===== src/hdl/self_test_defs.vh =====
`ifndef SELF_TEST_DEFS_VH
`define SELF_TEST_DEFS_VH
// ----------------------------------------
// sequencer states
// ----------------------------------------
`define ST_IDLE 3'h0
`define ST_LOGIC 3'h1
`define ST_MEM 3'h2
`define ST_EVAL 3'h3
`define ST_RUN 3'h4
`define ST_HALT 3'h5
`define ST_RESET 3'h6
// ----------------------------------------
// internal error bits
// ----------------------------------------
`define ERR_LOGIC_TIMEOUT 0
`define ERR_MEM_TIMEOUT 1
`define ERR_BAD_STATE 2
`define ERR_W 3
// ----------------------------------------
// watchdog, reset pulse and synchroniser settle lengths
// ----------------------------------------
`define STEP_TIMEOUT_US 100
`define CLK_MHZ 40
`define RESET_PULSE_CYC 4'h8
`define SYNC_SETTLE_CYC 2'h2
`endif


===== src/hdl/boot_self_test_control.v =====
`timescale 1ns/1ps
`include "self_test_defs.vh"
module boot_self_test_control #(
   parameter LOGIC_N = 8,
   parameter MEM_W = 32,
   parameter STEP_TIMEOUT_CYC = `STEP_TIMEOUT_US * `CLK_MHZ
) (
   input wire core_clk,
   input wire rst_b,
   input wire logic_test_enable,
   input wire mem_test_enable,
   input wire run_mem_test_req,
   input wire [LOGIC_N-1:0] logic_done,
   input wire [LOGIC_N-1:0] logic_fail,
   input wire [3*MEM_W-1:0] mem_done,
   input wire [3*MEM_W-1:0] mem_fail,
   input wire mem_uncorrectable,
   output reg logic_test_start,
   output reg mem_test_start,
   output reg hold_device_reset,
   output reg device_halt,
   output reg sw_reset_req,
   output reg [LOGIC_N-1:0] logic_test_fail_status,
   output reg [LOGIC_N-1:0] logic_test_unfinished_status,
   output reg [MEM_W-1:0] mem_test_fail_low,
   output reg [MEM_W-1:0] mem_test_fail_mid,
   output reg [MEM_W-1:0] mem_test_fail_high,
   output reg [MEM_W-1:0] mem_test_unfinished_low,
   output reg [MEM_W-1:0] mem_test_unfinished_mid,
   output reg [MEM_W-1:0] mem_test_unfinished_high,
   output reg [`ERR_W-1:0] self_test_internal_error
);
   // ----------------------------------------
   // input synchronisers
   // ----------------------------------------
   localparam SYNC_W = 4 + LOGIC_N * 2 + MEM_W * 6;
   wire [SYNC_W-1:0] raw_in;
   reg [SYNC_W-1:0] sync1_r;
   reg [SYNC_W-1:0] sync2_r;
   assign raw_in = {logic_test_enable, mem_test_enable, run_mem_test_req, mem_uncorrectable,
                    logic_done, logic_fail, mem_done, mem_fail};
   always @(posedge core_clk or negedge rst_b) begin
      if (!rst_b) begin
         sync1_r <= {SYNC_W{1'b0}};
         sync2_r <= {SYNC_W{1'b0}};
      end else begin
         sync1_r <= raw_in;
         sync2_r <= sync1_r;
      end
   end
   wire s_logic_en = sync2_r[SYNC_W-1];
   wire s_mem_en = sync2_r[SYNC_W-2];
   wire s_mem_req = sync2_r[SYNC_W-3];
   wire s_uncorr = sync2_r[SYNC_W-4];
   wire [LOGIC_N-1:0] s_ldone = sync2_r[MEM_W*6+LOGIC_N*2-1:MEM_W*6+LOGIC_N];
   wire [LOGIC_N-1:0] s_lfail = sync2_r[MEM_W*6+LOGIC_N-1:MEM_W*6];
   wire [3*MEM_W-1:0] s_mdone = sync2_r[MEM_W*6-1:MEM_W*3];
   wire [3*MEM_W-1:0] s_mfail = sync2_r[MEM_W*3-1:0];
   // ----------------------------------------
   // sequencer
   // ----------------------------------------
   reg [2:0] state_r;
   reg [2:0] state_nxt;
   reg [31:0] timer_r;
   reg [3:0] pulse_r;
   reg boot_r;
   reg req_d_r;
   reg s_uncorr_r;
   reg [1:0] settle_r;
   wire req_rise = s_mem_req & ~req_d_r;
   wire timeout = (timer_r >= STEP_TIMEOUT_CYC - 1);
   wire logic_all = &s_ldone;
   wire mem_all = &s_mdone;
   wire logic_bad = |logic_test_fail_status | |logic_test_unfinished_status;
   always @* begin
      state_nxt = state_r;
      case (state_r)
         `ST_IDLE: begin
            // synchronisers still filling after release
            if (settle_r != `SYNC_SETTLE_CYC)
               state_nxt = `ST_IDLE;
            else if (s_logic_en)
               state_nxt = `ST_LOGIC;
            else if (s_mem_en)
               state_nxt = `ST_MEM;
            else
               state_nxt = `ST_EVAL;
         end
         `ST_LOGIC: begin
            if (logic_all || timeout)
               state_nxt = s_mem_en ? `ST_MEM : `ST_EVAL;
         end
         `ST_MEM: begin
            if (mem_all || timeout)
               state_nxt = boot_r ? `ST_EVAL : `ST_RESET;
         end
         `ST_EVAL: begin
            if (logic_bad || s_uncorr_r)
               state_nxt = `ST_HALT;
            else
               state_nxt = `ST_RUN;
         end
         `ST_RUN: begin
            if (req_rise)
               state_nxt = `ST_MEM;
         end
         `ST_HALT: state_nxt = `ST_HALT;
         `ST_RESET: begin
            if (pulse_r == 4'h0)
               state_nxt = `ST_RUN;
         end
         default: state_nxt = `ST_HALT;
      endcase
   end
   always @(posedge core_clk or negedge rst_b) begin
      if (!rst_b) begin
         state_r <= `ST_IDLE;
         settle_r <= 2'h0;
         timer_r <= 32'h0;
         pulse_r <= 4'h0;
         boot_r <= 1'b1;
         req_d_r <= 1'b0;
         s_uncorr_r <= 1'b0;
         logic_test_start <= 1'b0;
         mem_test_start <= 1'b0;
         hold_device_reset <= 1'b1;
         device_halt <= 1'b0;
         sw_reset_req <= 1'b0;
         logic_test_fail_status <= {LOGIC_N{1'b0}};
         logic_test_unfinished_status <= {LOGIC_N{1'b0}};
         mem_test_fail_low <= {MEM_W{1'b0}};
         mem_test_fail_mid <= {MEM_W{1'b0}};
         mem_test_fail_high <= {MEM_W{1'b0}};
         mem_test_unfinished_low <= {MEM_W{1'b0}};
         mem_test_unfinished_mid <= {MEM_W{1'b0}};
         mem_test_unfinished_high <= {MEM_W{1'b0}};
         self_test_internal_error <= {`ERR_W{1'b0}};
      end else begin
         state_r <= state_nxt;
         if (state_r == `ST_IDLE && settle_r != `SYNC_SETTLE_CYC)
            settle_r <= settle_r + 2'h1;
         req_d_r <= s_mem_req;
         timer_r <= (state_nxt != state_r) ? 32'h0 : timer_r + 32'h1;
         logic_test_start <= (state_nxt == `ST_LOGIC);
         mem_test_start <= (state_nxt == `ST_MEM);
         // keep device in reset until boot evaluation finds no logic fault and no uncorrectable memory error
         hold_device_reset <= boot_r & (state_nxt != `ST_RUN);
         device_halt <= (state_nxt == `ST_HALT);
         sw_reset_req <= (state_nxt == `ST_RESET);
         if (state_r == `ST_RUN)
            boot_r <= 1'b0;
         if (state_nxt == `ST_RESET && state_r != `ST_RESET)
            pulse_r <= `RESET_PULSE_CYC - 4'h1;
         else if (pulse_r != 4'h0)
            pulse_r <= pulse_r - 4'h1;
         // results captured at end of each step, held otherwise
         if (state_r == `ST_LOGIC && state_nxt != `ST_LOGIC) begin
            logic_test_fail_status <= s_lfail;
            logic_test_unfinished_status <= ~s_ldone;
         end
         if (state_r == `ST_MEM && state_nxt != `ST_MEM) begin
            s_uncorr_r <= s_uncorr;
            mem_test_fail_low <= s_mfail[MEM_W-1:0];
            mem_test_fail_mid <= s_mfail[2*MEM_W-1:MEM_W];
            mem_test_fail_high <= s_mfail[3*MEM_W-1:2*MEM_W];
            mem_test_unfinished_low <= ~s_mdone[MEM_W-1:0];
            mem_test_unfinished_mid <= ~s_mdone[2*MEM_W-1:MEM_W];
            mem_test_unfinished_high <= ~s_mdone[3*MEM_W-1:2*MEM_W];
         end
         if (state_r == `ST_LOGIC && timeout && !logic_all)
            self_test_internal_error[`ERR_LOGIC_TIMEOUT] <= 1'b1;
         if (state_r == `ST_MEM && timeout && !mem_all)
            self_test_internal_error[`ERR_MEM_TIMEOUT] <= 1'b1;
         if (state_r > `ST_RESET)
            self_test_internal_error[`ERR_BAD_STATE] <= 1'b1;
      end
   end
endmodule // boot_self_test_control


===== config.mk =====
export PLATFORM = sky130hd
export DESIGN_NAME = boot_self_test_control
export DESIGN_NICKNAME = d
export VERILOG_FILES = /design/src/hdl/boot_self_test_control.v
export VERILOG_INCLUDE_DIRS = /design/src /design/src/hdl
export SDC_FILE = /design/constraint.sdc
export NUM_CORES = 1
export LEC_CHECK = 0
export BUFFER_PORTS_ARGS = -buffer_cell sky130_fd_sc_hd__buf_2
export CAP_MARGIN = 20
export CORE_MARGIN = 2
export CORE_UTILIZATION = 58
export DETAILED_ROUTE_END_ITERATION = 10
export PLACE_DENSITY_LB_ADDON = 0.3
export RECOVER_POWER = 100
export SLEW_MARGIN = 20
export SYNTH_ARGS = -nofsm -noshare
export SYNTH_HDL_FRONTEND = slang
export SYNTH_SLANG_ARGS = --single-unit

===== constraint.sdc =====
create_clock -name core_clk -period 4 [get_ports core_clk]
set_clock_uncertainty 0.1 [all_clocks]
set_input_delay 0.6 -clock core_clk [delete_from_list [all_inputs] [get_ports core_clk]]
set_output_delay 0.6 -clock core_clk [all_outputs]
set_load 0.005 [all_outputs]

* Yosys cells after proc, flatten, opt, wreduce, memory -nomap -nowiden
Index checks and enable logic that the tools add are counted.
Cells by class: reductions and logical operators 21, bitwise gates (word level) 8, eq/ne operators 15, add/subtract/negate cells 3, multiplexer cells 13, magnitude comparators 2
Operator list (count):
- NOT 32 bit | 3
- AND reduction 96 bit | 1
- adder 32 x 1 -> 32 bit, second input constant | 1
- >= comparator 32 x 12 -> 1 bit, second input constant | 1
- two-way mux 32 bit | 1
- case mux 3 bit (6 select lines) | 1
- OR reduction 8 bit | 2
- two-way mux 3 bit | 5
- == test 3 bit, second input constant | 4
- == test 3 x 2 -> 1 bit, second input constant | 3
- logical AND 1 bit | 8
- two-way mux 4 bit | 2
- NOT 8 bit | 1
- AND reduction 8 bit | 1
- == test 3 x 1 -> 1 bit, second input constant | 2
- != test 3 bit, second input constant | 2
- zero test 4 bit | 1
- two-way mux 2 bit | 2
- nonzero test 4 bit | 1
- subtractor 4 x 1 -> 4 bit, second input constant | 1
- greater-than comparator 3 bit, second input constant | 1
- zero test 3 bit | 1
- logical OR 1 bit | 3
- != test 3 x 1 -> 1 bit, second input constant | 1
- 10 further kinds | 13
Word-level totals: output and inout bits 216, register bits 684, word-level logic and storage cells 87, bits of input ports 214

* Depth between registers and ports, before layout
word-level depth 8, mapped depth 11, mapped depth without buffers 8

* Worst setup path before layout
Ideal clock, no wire load.
path kind reg2reg, start point register timer_r[0], end point register mem_test_fail_low[12], clock period less this slack 2.585 ns, cell stages (with the launch flop) 12, setup time 0.125 ns, data required time 3.775 ns, path slack 1.415 ns, arrival 2.360 ns, buffers on the path 4, path through dfrtp_1 -> ha_1 -> and4_1 -> clkbuf_1 -> nor3_1 -> o211ai_4 -> a21o_1 -> and2_1 -> buf_6 -> buf_6 -> buf_6 -> mux2_4
Between the ends: word-level cells in the longest chain between the ends 6, elaborated cells between the ends (all ways) 8, those cells by class order compare: 1; eq/ne: 1; mux: 3; reduce/logical: 3
Ends and longest elaborated chain:
- start: declaration | RTL line boot_self_test_control.v:64 | reg [31:0] timer_r;
- start signal: assignment | RTL line boot_self_test_control.v:143 | timer_r <= (state_nxt != state_r) ? 32'h0 : timer_r + 32'h1;
- >= comparator 32 x 12 -> 1 bit (*) | RTL line boot_self_test_control.v:71 | wire timeout = (timer_r >= STEP_TIMEOUT_CYC - 1);
- logical OR 1 bit, on equally long branches | RTL line boot_self_test_control.v:94, boot_self_test_control.v:90
- two-way mux 3 bit, on equally long branches | RTL line boot_self_test_control.v:94, boot_self_test_control.v:90
- case mux 3 bit (6 select lines) (*) | RTL line boot_self_test_control.v:77 | case (state_r)
- != test 3 x 2 -> 1 bit (no line) (*)
- logical AND 1 bit (no line) (*)
- end signal: assignment | RTL line boot_self_test_control.v:131 | mem_test_fail_low <= {MEM_W{1'b0}};
- end signal: assignment | RTL line boot_self_test_control.v:163 | mem_test_fail_low <= s_mfail[MEM_W-1:0];
- end: declaration | RTL line boot_self_test_control.v:25 | output reg [MEM_W-1:0] mem_test_fail_low,
Every way passes the cells marked *; elsewhere a longest branch is shown, timed or not. A chain may end at the register's enable or synchronous reset.

* Final worst setup path
start point register timer_r[0], end point register mem_test_unfinished_high[19]
Between the ends: word-level cells in the longest chain between the ends 6, elaborated cells between the ends (all ways) 8, those cells by class order compare: 1; eq/ne: 1; mux: 3; reduce/logical: 3
Ends and longest elaborated chain:
- >= comparator 32 x 12 -> 1 bit (*) | RTL line boot_self_test_control.v:71
- logical OR 1 bit, on equally long branches | RTL line boot_self_test_control.v:94, boot_self_test_control.v:90
- two-way mux 3 bit, on equally long branches | RTL line boot_self_test_control.v:94, boot_self_test_control.v:90
- case mux 3 bit (6 select lines) (*) | RTL line boot_self_test_control.v:77
- != test 3 x 2 -> 1 bit (no line) (*)
- logical AND 1 bit (no line) (*)
- end signal: assignment | RTL line boot_self_test_control.v:136 | mem_test_unfinished_high <= {MEM_W{1'b0}};
- end signal: assignment | RTL line boot_self_test_control.v:168 | mem_test_unfinished_high <= ~s_mdone[3*MEM_W-1:2*MEM_W];
- end: declaration | RTL line boot_self_test_control.v:30 | output reg [MEM_W-1:0] mem_test_unfinished_high,
Marked as above.

==> flow_summary.json <==
{
  "status": "complete, but fails checks",
  "ys_seq_area_share_pct": 78.7,
  "cp-start-kind": "flop",
  "multi_input_area_mm2": 0.00380,
  "fp.dieW_um": 198,
  "crit_family": "simple AND/OR/NAND/NOR gates",
  "drt_iter0_drc": 719,
  "numClockSinks": 684,
  "powerDensity_mw_per_mm2": 521,
  "met3_usage_pct": 7.50,
  "hp-class": "input pin to flop",
  "synth_edf_count": 0,
  "timing.final.crit_share_pct": 88.6,
  "relSlewSlack_pct": -91.5,
  "die_h_um": 198,
  "fmax_ghz": 0.282,
  "final_cell_mix": "682 x dfrtp_1, 243 x buf_2, 207 x clkbuf_1, 112 x dlygate4sd3_1, 109 x inv_1",
  "grt_pass1_vias": 14000,
  "area_growth_syn_to_layout_pct": 25.7,
  "clkTransAtPathRegs_ns": 0.06,
  "fill_cells": 2249,
  "critical_path_buf_inv_count": 1,
  "crit_fanout": 44,
  "hpwl_um": 32100,
  "layout_commonest_cell": "dfrtp_1",
  "grt_pass1_wl_um": 79400,
  "portBuffers": 429,
  "ys_seq_elements": 684,
  "slew_viol_final": 102,
  "grt-busiest-layer": "met2",
  "peakVddDrop_uv": 428,
  "ant_nets": 0,
  "ys_async_sr_fraction_pct": 100,
  "synthesis.nets": 1495,
  "fin_crit_ns": 3.54,
  "cp_cell_sequence": "ha_1 > and4_1 > nor3_1 > o211ai_1 > a21o_1 > nand2_2 > buf_6 > mux2i_1",
  "gr-usage-met1_pct": 32.6,
  "postCtsSetupBuffers": 0,
  "layout-drive-gt1-share_pct": 24.1,
  "fin_setup_tns_ns": 0,
  "rsz0062_at_grt": "false",
  "rows": 70,
  "syn-cell-area_mm2": 0.0218,
  "core_area_mm2": 0.0368,
  "h-tree-depth": 3,
  "grt_antenna_before_repair": 10,
  "tightest_slew_ns": 2.87,
  "yosys.area.top_type": "dfrtp_1",
  "end_kind": "flop",
  "setup_ws_ns": 0.458,
  "route.vias.total": 12600,
  "drc": 0,
  "start_util_pct": 59.1,
  "synth.avg_cell_area_um2": 17.0,
  "synthTopCellsByArea": "dfrtp_1 78%, mux2_2 4.5%, mux2i_1 4.5%",
  "whs_ns": 0.0211,
  "leakage_nw": 13.5,
  "routed_via_density": 5.25,
  "cts_tree": "done",
  "synthDistinctLibCells": 51,
  "pin_count": 430,
  "seqCellArea_mm2": 0.0171,
  "clockBufferDepth": 3,
  "hold_viol_final": 0,
  "synth_top_area_share_pct": 78.5,
  "nets": 2091,
  "drt-pass1-iter-count": 6,
  "cts_buffers": 66,
  "gr-total-overflow": 0,
  "routedWlPerCell_um": 21.7,
  "ys_warn_count": 0,
  "use_met2_pct": 47.0,
  "grt_usage_pct": 27.4,
  "finalWirelength_um": 52100,
  "max_stage_delay_ns": 0.78,
  "gp_congestion": 0.859,
  "cp.required_ns": 4.38,
  "grt_max_degree": 108,
  "worst-setup-path-type": "flop to flop",
  "crit_slowest_cell": "nand2_2",
  "cp.arrival_ns": 3.93,
  "failed_checks": "max-capacitance violations, max-slew violations",
  "ys.flop_type": "dfrtp_1",
  "setup_viol": 0,
  "synth_cells": 1278,
  "clkLatencyLatePin_ns": 0.59,
  "die_area_mm2": 0.0391,
  "max_cap_viol_count": 1,
  "cts-root-buf": "clkbuf_16",
  "place_ws_ns": 0.736
}
## Yosys cell counts (2+ instances only)
cell,count
a211oi_1,5
a211oi_2,29
a21o_1,2
a21oi_1,5
a31o_2,2
a31oi_1,3
and2_1,5
and3_1,6
and4_1,6
buf_2,17
buf_4,5
buf_6,7
clkbuf_1,7
dfrtp_1,682
dfstp_2,2
ha_1,3
inv_1,109
mux2_2,87
mux2_4,19
mux2i_1,97
nand2_1,29
nand2b_1,4
nand3_1,16
nand4_1,31
nor2_1,11
nor3_1,5
nor4_1,17
o21ai_0,11
or3_1,2
or4_1,3
or4_4,2
xnor2_1,20
xor2_1,11
## cell families (layout without fill, tap and decap cells)
family / Yosys count / in the layout / share of synthesized area, %
flip-flops: 684 / 684 / 78.7
multiplexers: 203 / 203 / 10.3
AND/OR/NAND/NOR: 142 / 142 / 3.70
other: 0 / 6 / 0
adder cells (fa/ha/maj): 3 / 3 / 0.173
AO/OA/AOI/OAI: 68 / 68 / 2.93
XOR/XNOR: 31 / 31 / 1.25
buffers and inverters: 147 / 792 / 2.96
## power breakdown
group | switching [W] | internal (W)
Clock | 0.00261 | 0.00343
Sequential | 0.000155 | 0.00719
Combinational | 0.000552 | 0.000311
Total | 0.00332 | 0.0109
## final timing paths
check	from	end	slack [ns]	cells after the start
worst min register to register	sync1_r[171]$_DFF_PN0_	sync2_r[171]$_DFF_PN0_	0.24	0
max in group asynchronous	rst_b	sync1_r[3]$_DFF_PN0_	0.94	2
worst min-delay path	mem_fail[40]	sync1_r[40]$_DFF_PN0_	0.02	1
worst max register to register	timer_r[0]$_DFF_PN0_	mem_test_unfinished_high[19]$_DFFE_PN0P_	0.46	8
min in group asynchronous	rst_b	sync1_r[89]$_DFF_PN0_	0.79	1
worst max-delay path	timer_r[0]$_DFF_PN0_	mem_test_unfinished_high[19]$_DFFE_PN0P_	0.46	8
## metrics by stage
step / area [um^2] / instances / total power [W] / utilization, %
after global placement: 24600 / 2162 / 0.00829 / 66.9
after CTS: 27800 / 2386 / 0.0144 / 75.6
after global routing: 27300 / 2394 / 0.0148 / 74.3
after floorplan: 21800 / 1278 / 0.00790 / -
final: 27300 / 2397 / 0.0142 / 74.3
after detailed placement: 24600 / 2162 / 0.00833 / 66.9
## repair_timing
action	4_1_cts	5_1_grt
hold buffers	107	5
resized for setup	0	0
endpoints found under the hold margin	107	5
endpoints found under the setup margin	0	0
## final cells by class
class | count | area share [%]
Inverter | 110 | 1.51
Tap cell | 468 | 2.14
Antenna cell | 6 | 0.0549
Sequential cell | 684 | 62.6
Multi-Input combinational cell | 447 | 13.9
Clock buffer | 100 | 7.21
Clock inverter | 17 | 0.526
Timing Repair Buffer | 565 | 12.0
## metal layers
| layer | vias to the layer above | share of wire, % |
|---|---|---|
| met4 | 10 | 4.2 |
| li1 | 5499 | - |
| met1 | 6478 | 37 |
| met2 | 451 | 52 |
| met3 | 146 | 6.6 |
| met5 | - | 0.12 |
## registers in the layout (all words and copies together) (netlist names), 32 cells and up
register	count
sync1_r	212
sync2_r	212
mem_test_fail_high	32
mem_test_fail_low	32
mem_test_fail_mid	32
mem_test_unfinished_high	32
mem_test_unfinished_low	32
mem_test_unfinished_mid	32
timer_r	32
Note: power is estimated with default switching activity, not from simulation.
